### src/audio_clk_map.vh
// Register map, field positions, reset values and timing counts of the serial audio clocking block.
// Assumes byte addresses on an APB3 bus with 32-bit data, one aligned word per register.
`ifndef AUDIO_CLK_MAP_VH
`define AUDIO_CLK_MAP_VH

// ***************************************************************
// Register byte offsets
// ***************************************************************
`define CTRL_OFS 8'h00
`define TX_CFG_OFS 8'h04
`define RX_CFG_OFS 8'h08
`define RES_OFS 8'h0C
`define STATUS_OFS 8'h10
`define FRAMES_OFS 8'h14

// ***************************************************************
// Field positions
// ***************************************************************
`define CTRL_MDIR_MSB 1
`define CTRL_MDIR_LSB 0
`define CTRL_DRIVE 2
`define CTRL_LEVEL_MSB 4
`define CTRL_LEVEL_LSB 3
`define CFG_BITS_MSB 5
`define CFG_BITS_LSB 0
`define CFG_BDIR 6
`define CFG_PULSE 7
`define CFG_EDGE 8
`define CFG_INV 9
`define CFG_CHAN_MSB 24
`define CFG_CHAN_LSB 16
`define RES_TX_MSB 5
`define RES_TX_LSB 0
`define RES_RX_MSB 13
`define RES_RX_LSB 8

// ***************************************************************
// Encodings, limits and reset values
// ***************************************************************
`define MDIR_BOTH_IN 2'h0
`define MDIR_TX_OUT 2'h1
`define MDIR_RX_OUT 2'h2
`define BITS_MIN 6'h08
`define BITS_MAX 6'h20
`define CHAN_MIN 9'h001
`define CHAN_MAX 9'h100
`define BITS_RST 6'h20
`define CHAN_RST 9'h002
`define RES_RST 6'h10

// ***************************************************************
// Timing counts
// ***************************************************************
`define BCLK_HALF_LAST 3'h3

`endif

### src/bit_sync.v
// Two-flop synchronisers, one per pin input.
// Assumes the inputs are asynchronous to clk; nothing reads the first stage.
module bit_sync #(
   parameter WIDTH = 5
) (
   // Clock and reset
   input wire clk,
   input wire rst_n,
   // Asynchronous inputs and synchronised levels
   input wire [WIDTH-1:0] async_in,
   output wire [WIDTH-1:0] sync_out
);

   reg [WIDTH-1:0] meta_ff;
   reg [WIDTH-1:0] sync_ff;

   genvar i;
   generate
      for (i = 0; i < WIDTH; i = i + 1) begin : g_sync
         always @(posedge clk or negedge rst_n) begin
            if (!rst_n) begin
               meta_ff[i] <= 1'b0;
               sync_ff[i] <= 1'b0;
            end else begin
               meta_ff[i] <= async_in[i];
               sync_ff[i] <= meta_ff[i];
            end
         end
      end
   endgenerate

   assign sync_out = sync_ff;

endmodule // bit_sync

### src/side_engine.v
// Bit, subframe and frame counting with channel clock shaping for one side.
// Assumes bit_event is a one-cycle pulse per chosen bit clock edge.
`include "audio_clk_map.vh"
module side_engine (
   // Clock and reset
   input wire clk,
   input wire rst_n,
   // Bit clock edge and incoming channel clock
   input wire bit_event,
   input wire align_en,
   input wire chclk_smp,
   // Configuration
   input wire [5:0] bits_per_subframe,
   input wire [8:0] channels_per_frame,
   input wire channel_pulse_width_select,
   input wire channel_clock_polarity_invert,
   // State
   output wire chclk_out,
   output wire [4:0] bit_idx,
   output wire [7:0] sub_idx,
   output wire frame_pulse
);

   reg started_ff;
   reg prev_smp_ff;
   reg chclk_ff;
   reg frame_ff;
   reg [4:0] bit_ff;
   reg [7:0] sub_ff;
   wire [4:0] last_bit;
   wire [7:0] last_sub;
   wire start_lvl;
   wire align_hit;
   wire bit_wrap;
   wire sub_wrap;
   wire [4:0] nxt_bit;
   wire [7:0] nxt_sub;
   wire [5:0] half_bits;
   wire nxt_high;

   // 32 and 256 wrap to zero in the low bits, so minus one gives 31 and 255
   assign last_bit = bits_per_subframe[4:0] - 5'h01;
   assign last_sub = channels_per_frame[7:0] - 8'h01;
   assign start_lvl = ~channel_clock_polarity_invert;
   // Receive side realigns on the start-of-subframe transition
   assign align_hit = align_en & (chclk_smp == start_lvl) & (prev_smp_ff != start_lvl);
   // Counters beyond a newly shrunk limit wrap at once instead of running away
   assign bit_wrap = ~started_ff | align_hit | (bit_ff >= last_bit);
   assign nxt_bit = bit_wrap ? 5'h00 : bit_ff + 5'h01;
   assign sub_wrap = ~started_ff | (sub_ff >= last_sub);
   assign nxt_sub = sub_wrap ? 8'h00 : sub_ff + 8'h01;
   // (B-1)/2 for odd B and B/2 for even B are both B shifted right once
   assign half_bits = bits_per_subframe >> 1;
   assign nxt_high = channel_pulse_width_select ? (nxt_bit == 5'h00) :
                     ({1'b0, nxt_bit} < half_bits);

   always @(posedge clk or negedge rst_n) begin
      if (!rst_n) begin
         started_ff <= 1'b0;
         prev_smp_ff <= 1'b0;
         chclk_ff <= 1'b0;
         frame_ff <= 1'b0;
         bit_ff <= 5'h00;
         sub_ff <= 8'h00;
      end else begin
         frame_ff <= 1'b0;
         if (bit_event) begin
            started_ff <= 1'b1;
            prev_smp_ff <= chclk_smp;
            bit_ff <= nxt_bit;
            chclk_ff <= nxt_high ^ channel_clock_polarity_invert;
            if (bit_wrap) begin
               sub_ff <= nxt_sub;
               frame_ff <= sub_wrap & started_ff;
            end
         end
      end
   end

   assign chclk_out = chclk_ff;
   assign bit_idx = bit_ff;
   assign sub_idx = sub_ff;
   assign frame_pulse = frame_ff;

endmodule // side_engine

### src/audio_clock_top.v
// Serial audio port clocking for a transmit and a receive side, with an APB3 register slave.
// Assumes pins pass through two flops; bit clocks from outside run well below pclk/4.
`include "audio_clk_map.vh"
module audio_clock_top (
   // APB
   input wire pclk,
   input wire presetn,
   input wire psel,
   input wire penable,
   input wire pwrite,
   input wire [7:0] paddr,
   input wire [31:0] pwdata,
   output wire [31:0] prdata,
   output wire pready,
   output wire pslverr,
   // Transmit master clock
   input wire tx_mclk_i,
   output wire tx_mclk_o,
   output wire tx_mclk_oe,
   // Receive master clock
   input wire rx_mclk_i,
   output wire rx_mclk_o,
   output wire rx_mclk_oe,
   // Transmit bit clock
   input wire tx_bclk_i,
   output wire tx_bclk_o,
   output wire tx_bclk_oe,
   // Receive bit clock
   input wire rx_bclk_i,
   output wire rx_bclk_o,
   output wire rx_bclk_oe,
   // Channel clocks
   output wire tx_chclk_o,
   output wire tx_chclk_oe,
   input wire rx_chclk_i,
   // Pad level select
   output wire [1:0] output_level_select
);

   // ***************************************************************
   // Declarations
   // ***************************************************************
   reg [1:0] master_clock_direction_select_ff;
   reg output_drive_enable_ff;
   reg [1:0] level_ff;
   reg [5:0] tx_bits_ff, rx_bits_ff;
   reg [8:0] tx_chans_ff, rx_chans_ff;
   reg tx_bdir_ff, rx_bdir_ff;
   reg tx_pulse_ff, rx_pulse_ff;
   reg tx_edge_ff, rx_edge_ff;
   reg tx_inv_ff, rx_inv_ff;
   reg [5:0] tx_res_ff, rx_res_ff;
   reg [31:0] prdata_ff;
   reg pready_ff, pslverr_ff;
   reg mclk_gen_ff;
   reg [2:0] bdiv_ff;
   reg bgen_ff;
   reg [4:0] dly_ff;
   reg [1:0] mclk_seen_ff;
   reg [15:0] tx_frames_ff, rx_frames_ff;
   reg tx_mclk_oe_ff, rx_mclk_oe_ff;
   reg tx_bclk_oe_ff, rx_bclk_oe_ff;
   reg tx_chclk_oe_ff;
   reg [31:0] nxt_rdata;
   reg nxt_mapped, nxt_bad;
   wire [4:0] pins_s;
   wire setup_ph, access_ph;
   wire [5:0] w_bits;
   wire [8:0] w_chans;
   wire [5:0] w_res_tx, w_res_rx;
   wire tx_bits_ok, rx_bits_ok;
   wire chans_ok, bdiv_wrap;
   wire int_rise, int_fall;
   wire tx_ext_rise, tx_ext_fall;
   wire rx_ext_rise, rx_ext_fall;
   wire tx_event, rx_event;
   wire [4:0] tx_bit_idx, rx_bit_idx;
   wire [7:0] tx_sub_idx, rx_sub_idx;
   wire tx_frame, rx_frame;
   wire tx_chclk;
   wire [1:0] mclk_edge;
   wire status_rd;

   // ***************************************************************
   // Pin synchronisers
   // ***************************************************************
   bit_sync #(
      .WIDTH(5)
   ) u_sync (
      .clk(pclk),
      .rst_n(presetn),
      .async_in({rx_chclk_i, rx_bclk_i, tx_bclk_i, rx_mclk_i, tx_mclk_i}),
      .sync_out(pins_s)
   );

   always @(posedge pclk or negedge presetn) begin
      if (!presetn) begin
         dly_ff <= 5'h00;
      end else begin
         dly_ff <= pins_s;
      end
   end

   assign tx_ext_rise = pins_s[2] & ~dly_ff[2];
   assign tx_ext_fall = ~pins_s[2] & dly_ff[2];
   assign rx_ext_rise = pins_s[3] & ~dly_ff[3];
   assign rx_ext_fall = ~pins_s[3] & dly_ff[3];
   // A master clock faster than pclk/2 aliases; this only proves it is toggling
   assign mclk_edge = pins_s[1:0] ^ dly_ff[1:0];

   // ***************************************************************
   // Internal master and bit clocks
   // ***************************************************************
   assign bdiv_wrap = (bdiv_ff == `BCLK_HALF_LAST);
   assign int_rise = bdiv_wrap & ~bgen_ff;
   assign int_fall = bdiv_wrap & bgen_ff;

   always @(posedge pclk or negedge presetn) begin
      if (!presetn) begin
         mclk_gen_ff <= 1'b0;
         bdiv_ff <= 3'h0;
         bgen_ff <= 1'b0;
      end else begin
         mclk_gen_ff <= ~mclk_gen_ff;
         bdiv_ff <= bdiv_wrap ? 3'h0 : bdiv_ff + 3'h1;
         if (bdiv_wrap) begin
            bgen_ff <= ~bgen_ff;
         end
      end
   end

   // ***************************************************************
   // Bit clock edge selection per side
   // ***************************************************************
   assign tx_event = tx_bdir_ff ? (tx_edge_ff ? tx_ext_fall : tx_ext_rise) :
                     (tx_edge_ff ? int_fall : int_rise);
   assign rx_event = rx_bdir_ff ? (rx_edge_ff ? rx_ext_fall : rx_ext_rise) :
                     (rx_edge_ff ? int_fall : int_rise);

   side_engine u_tx (
      .clk(pclk),
      .rst_n(presetn),
      .bit_event(tx_event),
      .align_en(1'b0),
      .chclk_smp(1'b0),
      .bits_per_subframe(tx_bits_ff),
      .channels_per_frame(tx_chans_ff),
      .channel_pulse_width_select(tx_pulse_ff),
      .channel_clock_polarity_invert(tx_inv_ff),
      .chclk_out(tx_chclk),
      .bit_idx(tx_bit_idx),
      .sub_idx(tx_sub_idx),
      .frame_pulse(tx_frame)
   );

   side_engine u_rx (
      .clk(pclk),
      .rst_n(presetn),
      .bit_event(rx_event),
      .align_en(1'b1),
      .chclk_smp(pins_s[4]),
      .bits_per_subframe(rx_bits_ff),
      .channels_per_frame(rx_chans_ff),
      .channel_pulse_width_select(rx_pulse_ff),
      .channel_clock_polarity_invert(rx_inv_ff),
      .chclk_out(),
      .bit_idx(rx_bit_idx),
      .sub_idx(rx_sub_idx),
      .frame_pulse(rx_frame)
   );

   // ***************************************************************
   // Output enables
   // ***************************************************************
   always @(posedge pclk or negedge presetn) begin
      if (!presetn) begin
         tx_mclk_oe_ff <= 1'b0;
         rx_mclk_oe_ff <= 1'b0;
         tx_bclk_oe_ff <= 1'b0;
         rx_bclk_oe_ff <= 1'b0;
         tx_chclk_oe_ff <= 1'b0;
      end else begin
         tx_mclk_oe_ff <= output_drive_enable_ff & (master_clock_direction_select_ff == `MDIR_TX_OUT);
         rx_mclk_oe_ff <= output_drive_enable_ff & (master_clock_direction_select_ff == `MDIR_RX_OUT);
         tx_bclk_oe_ff <= output_drive_enable_ff & ~tx_bdir_ff;
         rx_bclk_oe_ff <= output_drive_enable_ff & ~rx_bdir_ff;
         tx_chclk_oe_ff <= output_drive_enable_ff;
      end
   end

   // ***************************************************************
   // APB decode and write checks
   // ***************************************************************
   assign setup_ph = psel & ~penable;
   assign access_ph = psel & penable & pready_ff;
   assign w_bits = pwdata[`CFG_BITS_MSB:`CFG_BITS_LSB];
   assign w_chans = pwdata[`CFG_CHAN_MSB:`CFG_CHAN_LSB];
   assign w_res_tx = pwdata[`RES_TX_MSB:`RES_TX_LSB];
   assign w_res_rx = pwdata[`RES_RX_MSB:`RES_RX_LSB];
   assign tx_bits_ok = (w_bits >= `BITS_MIN) & (w_bits <= `BITS_MAX) & (w_bits >= tx_res_ff);
   assign rx_bits_ok = (w_bits >= `BITS_MIN) & (w_bits <= `BITS_MAX) & (w_bits >= rx_res_ff);
   assign chans_ok = (w_chans >= `CHAN_MIN) & (w_chans <= `CHAN_MAX);
   // Clear at the capture edge so no activity slips between capture and clear
   assign status_rd = setup_ph & ~pwrite & (paddr == `STATUS_OFS);

   always @* begin
      nxt_rdata = 32'h0000_0000;
      nxt_mapped = 1'b1;
      nxt_bad = 1'b0;
      case (paddr)
         `CTRL_OFS: begin
            nxt_rdata = {27'h0, level_ff, output_drive_enable_ff, master_clock_direction_select_ff};
            nxt_bad = (pwdata[`CTRL_MDIR_MSB:`CTRL_MDIR_LSB] > `MDIR_RX_OUT);
         end
         `TX_CFG_OFS: begin
            nxt_rdata = {7'h0, tx_chans_ff, 6'h0, tx_inv_ff, tx_edge_ff, tx_pulse_ff, tx_bdir_ff, tx_bits_ff};
            nxt_bad = ~tx_bits_ok | ~chans_ok;
         end
         `RX_CFG_OFS: begin
            nxt_rdata = {7'h0, rx_chans_ff, 6'h0, rx_inv_ff, rx_edge_ff, rx_pulse_ff, rx_bdir_ff, rx_bits_ff};
            nxt_bad = ~rx_bits_ok | ~chans_ok;
         end
         `RES_OFS: begin
            nxt_rdata = {18'h0, rx_res_ff, 2'h0, tx_res_ff};
            nxt_bad = (w_res_tx > tx_bits_ff) | (w_res_rx > rx_bits_ff);
         end
         `STATUS_OFS: begin
            nxt_rdata = {1'b0, mclk_seen_ff, rx_bit_idx, 3'h0, tx_bit_idx, rx_sub_idx, tx_sub_idx};
            nxt_bad = 1'b1;
         end
         `FRAMES_OFS: begin
            nxt_rdata = {rx_frames_ff, tx_frames_ff};
            nxt_bad = 1'b1;
         end
         default: begin
            nxt_mapped = 1'b0;
         end
      endcase
   end

   // ***************************************************************
   // APB response, one wait-free access phase
   // ***************************************************************
   always @(posedge pclk or negedge presetn) begin
      if (!presetn) begin
         prdata_ff <= 32'h0000_0000;
         pready_ff <= 1'b0;
         pslverr_ff <= 1'b0;
      end else begin
         pready_ff <= setup_ph;
         if (setup_ph) begin
            prdata_ff <= pwrite ? 32'h0000_0000 : nxt_rdata;
            pslverr_ff <= ~nxt_mapped | (pwrite & nxt_bad);
         end else begin
            pslverr_ff <= 1'b0;
         end
      end
   end

   // ***************************************************************
   // Configuration registers
   // ***************************************************************
   // A bad field keeps its old value; good fields of the same write still land
   always @(posedge pclk or negedge presetn) begin
      if (!presetn) begin
         master_clock_direction_select_ff <= `MDIR_BOTH_IN;
         output_drive_enable_ff <= 1'b0;
         level_ff <= 2'h0;
         tx_bits_ff <= `BITS_RST;
         rx_bits_ff <= `BITS_RST;
         tx_chans_ff <= `CHAN_RST;
         rx_chans_ff <= `CHAN_RST;
         {tx_bdir_ff, tx_pulse_ff, tx_edge_ff, tx_inv_ff} <= 4'h0;
         {rx_bdir_ff, rx_pulse_ff, rx_edge_ff, rx_inv_ff} <= 4'h0;
         tx_res_ff <= `RES_RST;
         rx_res_ff <= `RES_RST;
      end else if (access_ph & pwrite) begin
         case (paddr)
            `CTRL_OFS: begin
               if (pwdata[`CTRL_MDIR_MSB:`CTRL_MDIR_LSB] <= `MDIR_RX_OUT) begin
                  master_clock_direction_select_ff <= pwdata[`CTRL_MDIR_MSB:`CTRL_MDIR_LSB];
               end
               output_drive_enable_ff <= pwdata[`CTRL_DRIVE];
               level_ff <= pwdata[`CTRL_LEVEL_MSB:`CTRL_LEVEL_LSB];
            end
            `TX_CFG_OFS: begin
               if (tx_bits_ok) begin
                  tx_bits_ff <= w_bits;
               end
               if (chans_ok) begin
                  tx_chans_ff <= w_chans;
               end
               tx_bdir_ff <= pwdata[`CFG_BDIR];
               tx_pulse_ff <= pwdata[`CFG_PULSE];
               tx_edge_ff <= pwdata[`CFG_EDGE];
               tx_inv_ff <= pwdata[`CFG_INV];
            end
            `RX_CFG_OFS: begin
               if (rx_bits_ok) begin
                  rx_bits_ff <= w_bits;
               end
               if (chans_ok) begin
                  rx_chans_ff <= w_chans;
               end
               rx_bdir_ff <= pwdata[`CFG_BDIR];
               rx_pulse_ff <= pwdata[`CFG_PULSE];
               rx_edge_ff <= pwdata[`CFG_EDGE];
               rx_inv_ff <= pwdata[`CFG_INV];
            end
            `RES_OFS: begin
               if (w_res_tx <= tx_bits_ff) begin
                  tx_res_ff <= w_res_tx;
               end
               if (w_res_rx <= rx_bits_ff) begin
                  rx_res_ff <= w_res_rx;
               end
            end
            default: begin
               level_ff <= level_ff;
            end
         endcase
      end
   end

   // ***************************************************************
   // Status: frame counts and master clock activity
   // ***************************************************************
   always @(posedge pclk or negedge presetn) begin
      if (!presetn) begin
         tx_frames_ff <= 16'h0000;
         rx_frames_ff <= 16'h0000;
         mclk_seen_ff <= 2'h0;
      end else begin
         if (tx_frame) begin
            tx_frames_ff <= tx_frames_ff + 16'h0001;
         end
         if (rx_frame) begin
            rx_frames_ff <= rx_frames_ff + 16'h0001;
         end
         // Clear on status read; an edge in that same cycle still sets
         mclk_seen_ff[0] <= (mclk_seen_ff[0] & ~status_rd) | (mclk_edge[0] & ~tx_mclk_oe_ff);
         mclk_seen_ff[1] <= (mclk_seen_ff[1] & ~status_rd) | (mclk_edge[1] & ~rx_mclk_oe_ff);
      end
   end

   // ***************************************************************
   // Outputs
   // ***************************************************************
   assign prdata = prdata_ff;
   assign pready = pready_ff;
   assign pslverr = pslverr_ff;
   assign tx_mclk_o = mclk_gen_ff;
   assign rx_mclk_o = mclk_gen_ff;
   assign tx_mclk_oe = tx_mclk_oe_ff;
   assign rx_mclk_oe = rx_mclk_oe_ff;
   assign tx_bclk_o = bgen_ff;
   assign rx_bclk_o = bgen_ff;
   assign tx_bclk_oe = tx_bclk_oe_ff;
   assign rx_bclk_oe = rx_bclk_oe_ff;
   assign tx_chclk_o = tx_chclk;
   assign tx_chclk_oe = tx_chclk_oe_ff;
   assign output_level_select = level_ff;

endmodule // audio_clock_top

### config.mk
export PLATFORM = sky130hd
export DESIGN_NAME = audio_clock_top
export DESIGN_NICKNAME = d
export VERILOG_FILES = /design/src/bit_sync.v /design/src/side_engine.v /design/src/audio_clock_top.v
export VERILOG_INCLUDE_DIRS = /design/src
export SDC_FILE = /design/constraint.sdc
export NUM_CORES = 1
export LEC_CHECK = 0
export BUFFER_PORTS_ARGS = -buffer_cell sky130_fd_sc_hd__buf_2
export CORE_MARGIN = 2
export CORE_UTILIZATION = 54
export CTS_CLUSTER_SIZE = 12
export DETAILED_ROUTE_END_ITERATION = 6
export HOLD_SLACK_MARGIN = 0.08
export PLACE_DENSITY = 0.85
export SYNTH_ARGS = -nofsm -noshare
export SYNTH_HDL_FRONTEND = slang
export SYNTH_SLANG_ARGS = --single-unit
### constraint.sdc
create_clock -name pclk -period 3.05 [get_ports pclk]
set_input_delay 0.305 -clock pclk [delete_from_list [all_inputs] [get_ports pclk]]
set_output_delay 0.305 -clock pclk [all_outputs]
set_load 0.03 [all_outputs]
==> results.md <==
- Outcome: finished clean
- Clock tree buffer depth: 2
- Nets@finish: roughly 1100
- WP data arrival: ~3300 ps
- Crit share post-route: between 90% and 100%
- Syn_nets: 1031
- Worst Clk Skew: just over 9 ps
- Hold Vio Cnt, Final: 0
- Cell Pwr Density: roughly 460 mW/mm²
- Final WL: 24.1 mm
- Fin cells: 1261
- Grt ovf: 0
- Vias in the first global route: 7605
- DR WL/cell: ~19 µm
- Register area share after synthesis: 47.3%
- Largest net degree at the start of global routing: 78
- DR vias/cell: 6.11
- Clock buffer count from CTS: 17
- Final ANT Viol Nets: 0
- Number of port buffers: 86
- CTS root buf: clkbuf_16
- N_diodes: 0
- Hold Path Class: primary input to flop
- DRC Markers: 0
- I/O pin total: between 90 and 100
- Worst rel slew slack: 51.6%
- Iter 0 DRT Violations: ~720
- Min Clock Period, post-route: 2950 ps
- Setup violators final: 0
- Post-Place Worst Slack: between 60 and 70 ps
- Chip Height: approximately 140 µm
- FP Rows: 48
- Mapped Area: approximately 0.0095 mm²
- EDFF count, synth: 0
- Netlist cell types: 56
- Die width: between 100 and 150 µm
- Core area: about 0.017 mm²
- Layout area overhead: 15.2%
- Layout cells sized above 1: 20.4%
- CP Capture Type: flop
- Drt first pass iters: 6
- Initial antenna violation count: 1
- Least-Margin Pin Slew: 726 ps
- Clk Latency, worst-skew pair: 430 ps
- Cells after Synth: 916
- Htree depth: 4
- Final GP Congestion: approximately 0.94
- Crit Path Max Fanout: 3
- Detailed-route via count: 7705
- Overall power: a little over 0.005 W
- CP required: between 3000 and 4000 ps
- Post-placement cell count: around 1200
- Worst setup path category: flop to flop
- Leak pwr: 5.33 nW
- FF+latch count, synth: around 180
- YS warnings: 0
- Post-Synthesis Mean Instance Area: about 10 µm²
- HPWL after DPL: 17.3 mm
- Post-synth ARST share: 100%
- CTS Sinks: between 150 and 200
- Worst Slack Setup Final: approximately 100 ps
- Final Core Density: between 60% and 70%
- Clock slew at reported path FFs: 70 ps
- Final max-slew violation count: 0
- First-pass GRT wire length: a little under 40 mm
- Max cap viols: 0
- Commonest register cell after synthesis: dfrtp_1
- Startpoint types: flop
- Fmax: 339 MHz
- VDD IR-drop max: 0.419 mV
- CTS tree: done
- Gr usage total: 27.1%
- Starting density of the core: 55.0%
- DIE AREA: approximately 0.019 mm²
[area by class of cell]
cell class              count  area (µm²)
multi-input cells         654        4700
inverters                  48         180
clock buffers              19         433
flip-flops and latches    179        4490
clock inverters            12         109
repair buffers            124         737
fillers                  1339        6310
well taps                 225         282
[logic make-up after synthesis]
family	after synthesis	synth area share, %
mux	54	6.90
simple gates	268	13.8
compound gates	206	14.2
fa+ha+maj	65	8.57
xor+xnor	61	5.63
buf+inv	83	3.56
flops	179	47.3
[power breakdown]
group,switching (W),internal (W),total (W)
Combinational,0.000301,0.000191,0.000492
Clock,0.000956,0.00112,0.00208
Sequential,0.0000493,0.00242,0.00247
[flip-flops by register name, summed over array words and instances, names as in the netlist, 2 cells and up]
signal,cells
bdiv_ff,3
dly_ff,4
master_clock_direction_select_ff,2
mclk_seen_ff,2
output_level_select,2
prdata,32
rx_bits_ff,6
rx_chans_ff,9
rx_frames_ff,16
rx_res_ff,6
tx_bits_ff,6
tx_chans_ff,9
tx_frames_ff,16
tx_res_ff,6
u_rx.bit_idx,5
u_rx.sub_idx,8
u_sync.meta_ff,5
u_sync.sync_out,5
u_tx.bit_idx,5
u_tx.sub_idx,8
[worst max-delay path: stages, from the launching register on]
cell and delay [ps]:
dfrtp_1 370, or4_4 560, nor4_4 180, xnor2_1 160, ha_1 260, a211o_1 300
a21oi_1 190, o211ai_1 170, a21oi_2 220, buf_4 150, nand4_1 80, o21ai_0 210
[stage by stage]
step | hold slack (ps) | instance area (µm²) | setup TNS [ps]
after floorplan | 9.41 | 9490 | 0
after global placement | 338 | 10300 | 0
after global routing | 99.8 | 10900 | -261
final | 116 | 10900 | 0
after CTS | 101 | 10900 | 0
after detailed placement | 345 | 10300 | 0
[routing by layer]
layer	vias up	global-route usage [%]	part of all wire [%]
met5	-	0	0
met4	0	9.38	2.3
met3	51	4.93	6.8
met2	323	45.3	49
met1	3808	35.7	42
li1	3523	-	-
[Yosys cell counts, types with 3 or more instances]
cell | number | area, µm²
xnor2_1 | 38 | 333
dfstp_2 | 6 | 158
o211ai_1 | 5 | 37.5
clkbuf_1 | 28 | 105
o21bai_1 | 4 | 30.0
nand3_1 | 20 | 100
mux2_2 | 35 | 394
a22o_1 | 20 | 175
nor4_1 | 7 | 43.8
xor2_1 | 23 | 201
a2111oi_0 | 3 | 26.3
a222oi_1 | 4 | 40.0
o22ai_1 | 6 | 37.5
nand3b_1 | 4 | 30.0
mux2i_1 | 5 | 50.1
buf_2 | 3 | 15.0
a22oi_1 | 8 | 60.1
nand4_1 | 23 | 144
ha_1 | 65 | 813
a21oi_1 | 28 | 140
a221oi_1 | 16 | 140
and3_1 | 14 | 87.6
nand2b_1 | 17 | 106
o21ai_0 | 71 | 355
a211oi_1 | 12 | 90.1
nand2_1 | 97 | 364
a31oi_1 | 3 | 18.8
o31ai_1 | 6 | 45.0
o21a_1 | 5 | 37.5
and2_1 | 3 | 18.8
and3b_1 | 3 | 26.3
nor3_1 | 18 | 90.1
inv_1 | 48 | 180
nor2b_1 | 5 | 31.3
dfrtp_1 | 173 | 4330
nor2_1 | 44 | 165
mux2_4 | 14 | 210
a21o_1 | 4 | 30.0
[placed cells by master, fill, tap and decap left out, types with 6 or more instances in the layout]
| master | instances |
|---|---|
| xor2_1 | 23 |
| buf_4 | 32 |
| a22o_1 | 20 |
| nor4_1 | 6 |
| a211oi_1 | 11 |
| and3_1 | 14 |
| o31ai_1 | 6 |
| nor2_1 | 44 |
| nand4_1 | 23 |
| mux2_2 | 35 |
| nor3_1 | 18 |
| mux2_4 | 14 |
| o22ai_1 | 6 |
| a21oi_1 | 27 |
| nand2b_1 | 17 |
| dfstp_2 | 6 |
| nand2_1 | 97 |
| a221oi_1 | 16 |
| nand3_1 | 20 |
| a22oi_1 | 8 |
| clkbuf_16 | 17 |
| buf_2 | 85 |
| dlygate4sd3_1 | 6 |
| xnor2_1 | 38 |
| dfrtp_1 | 173 |
| ha_1 | 65 |
| o21ai_0 | 68 |
| inv_1 | 48 |
[path summary, 6_finish.rpt]
kind,slack (ps),end,cells past startpoint,from
setup / recovery,100,u_rx.sub_idx[4]$_DFFE_PN0P_,11,rx_chans_ff[5]$_DFFE_PN0P_
setup reg to reg,100,u_rx.sub_idx[4]$_DFFE_PN0P_,11,rx_chans_ff[5]$_DFFE_PN0P_
hold reg to reg,350,u_sync.sync_out[2]$_DFF_PN0_,0,u_sync.meta_ff[2]$_DFF_PN0_
hold / removal,120,rx_bdir_ff$_DFFE_PN0P_,2,pwdata[6]
max in group asynchronous,1660,bdiv_ff[1]$_DFF_PN0_,3,presetn
min in group asynchronous,440,u_sync.meta_ff[1]$_DFF_PN0_,2,presetn
[timing repair]
item	4_1_cts	5_1_grt
resized for setup	0	10
hold buffers	6	0
hold endpoints to repair	74	0
endpoints found under the setup margin	0	9
buffers inserted	0	0
Note: power is estimated with default switching activity, not from simulation.
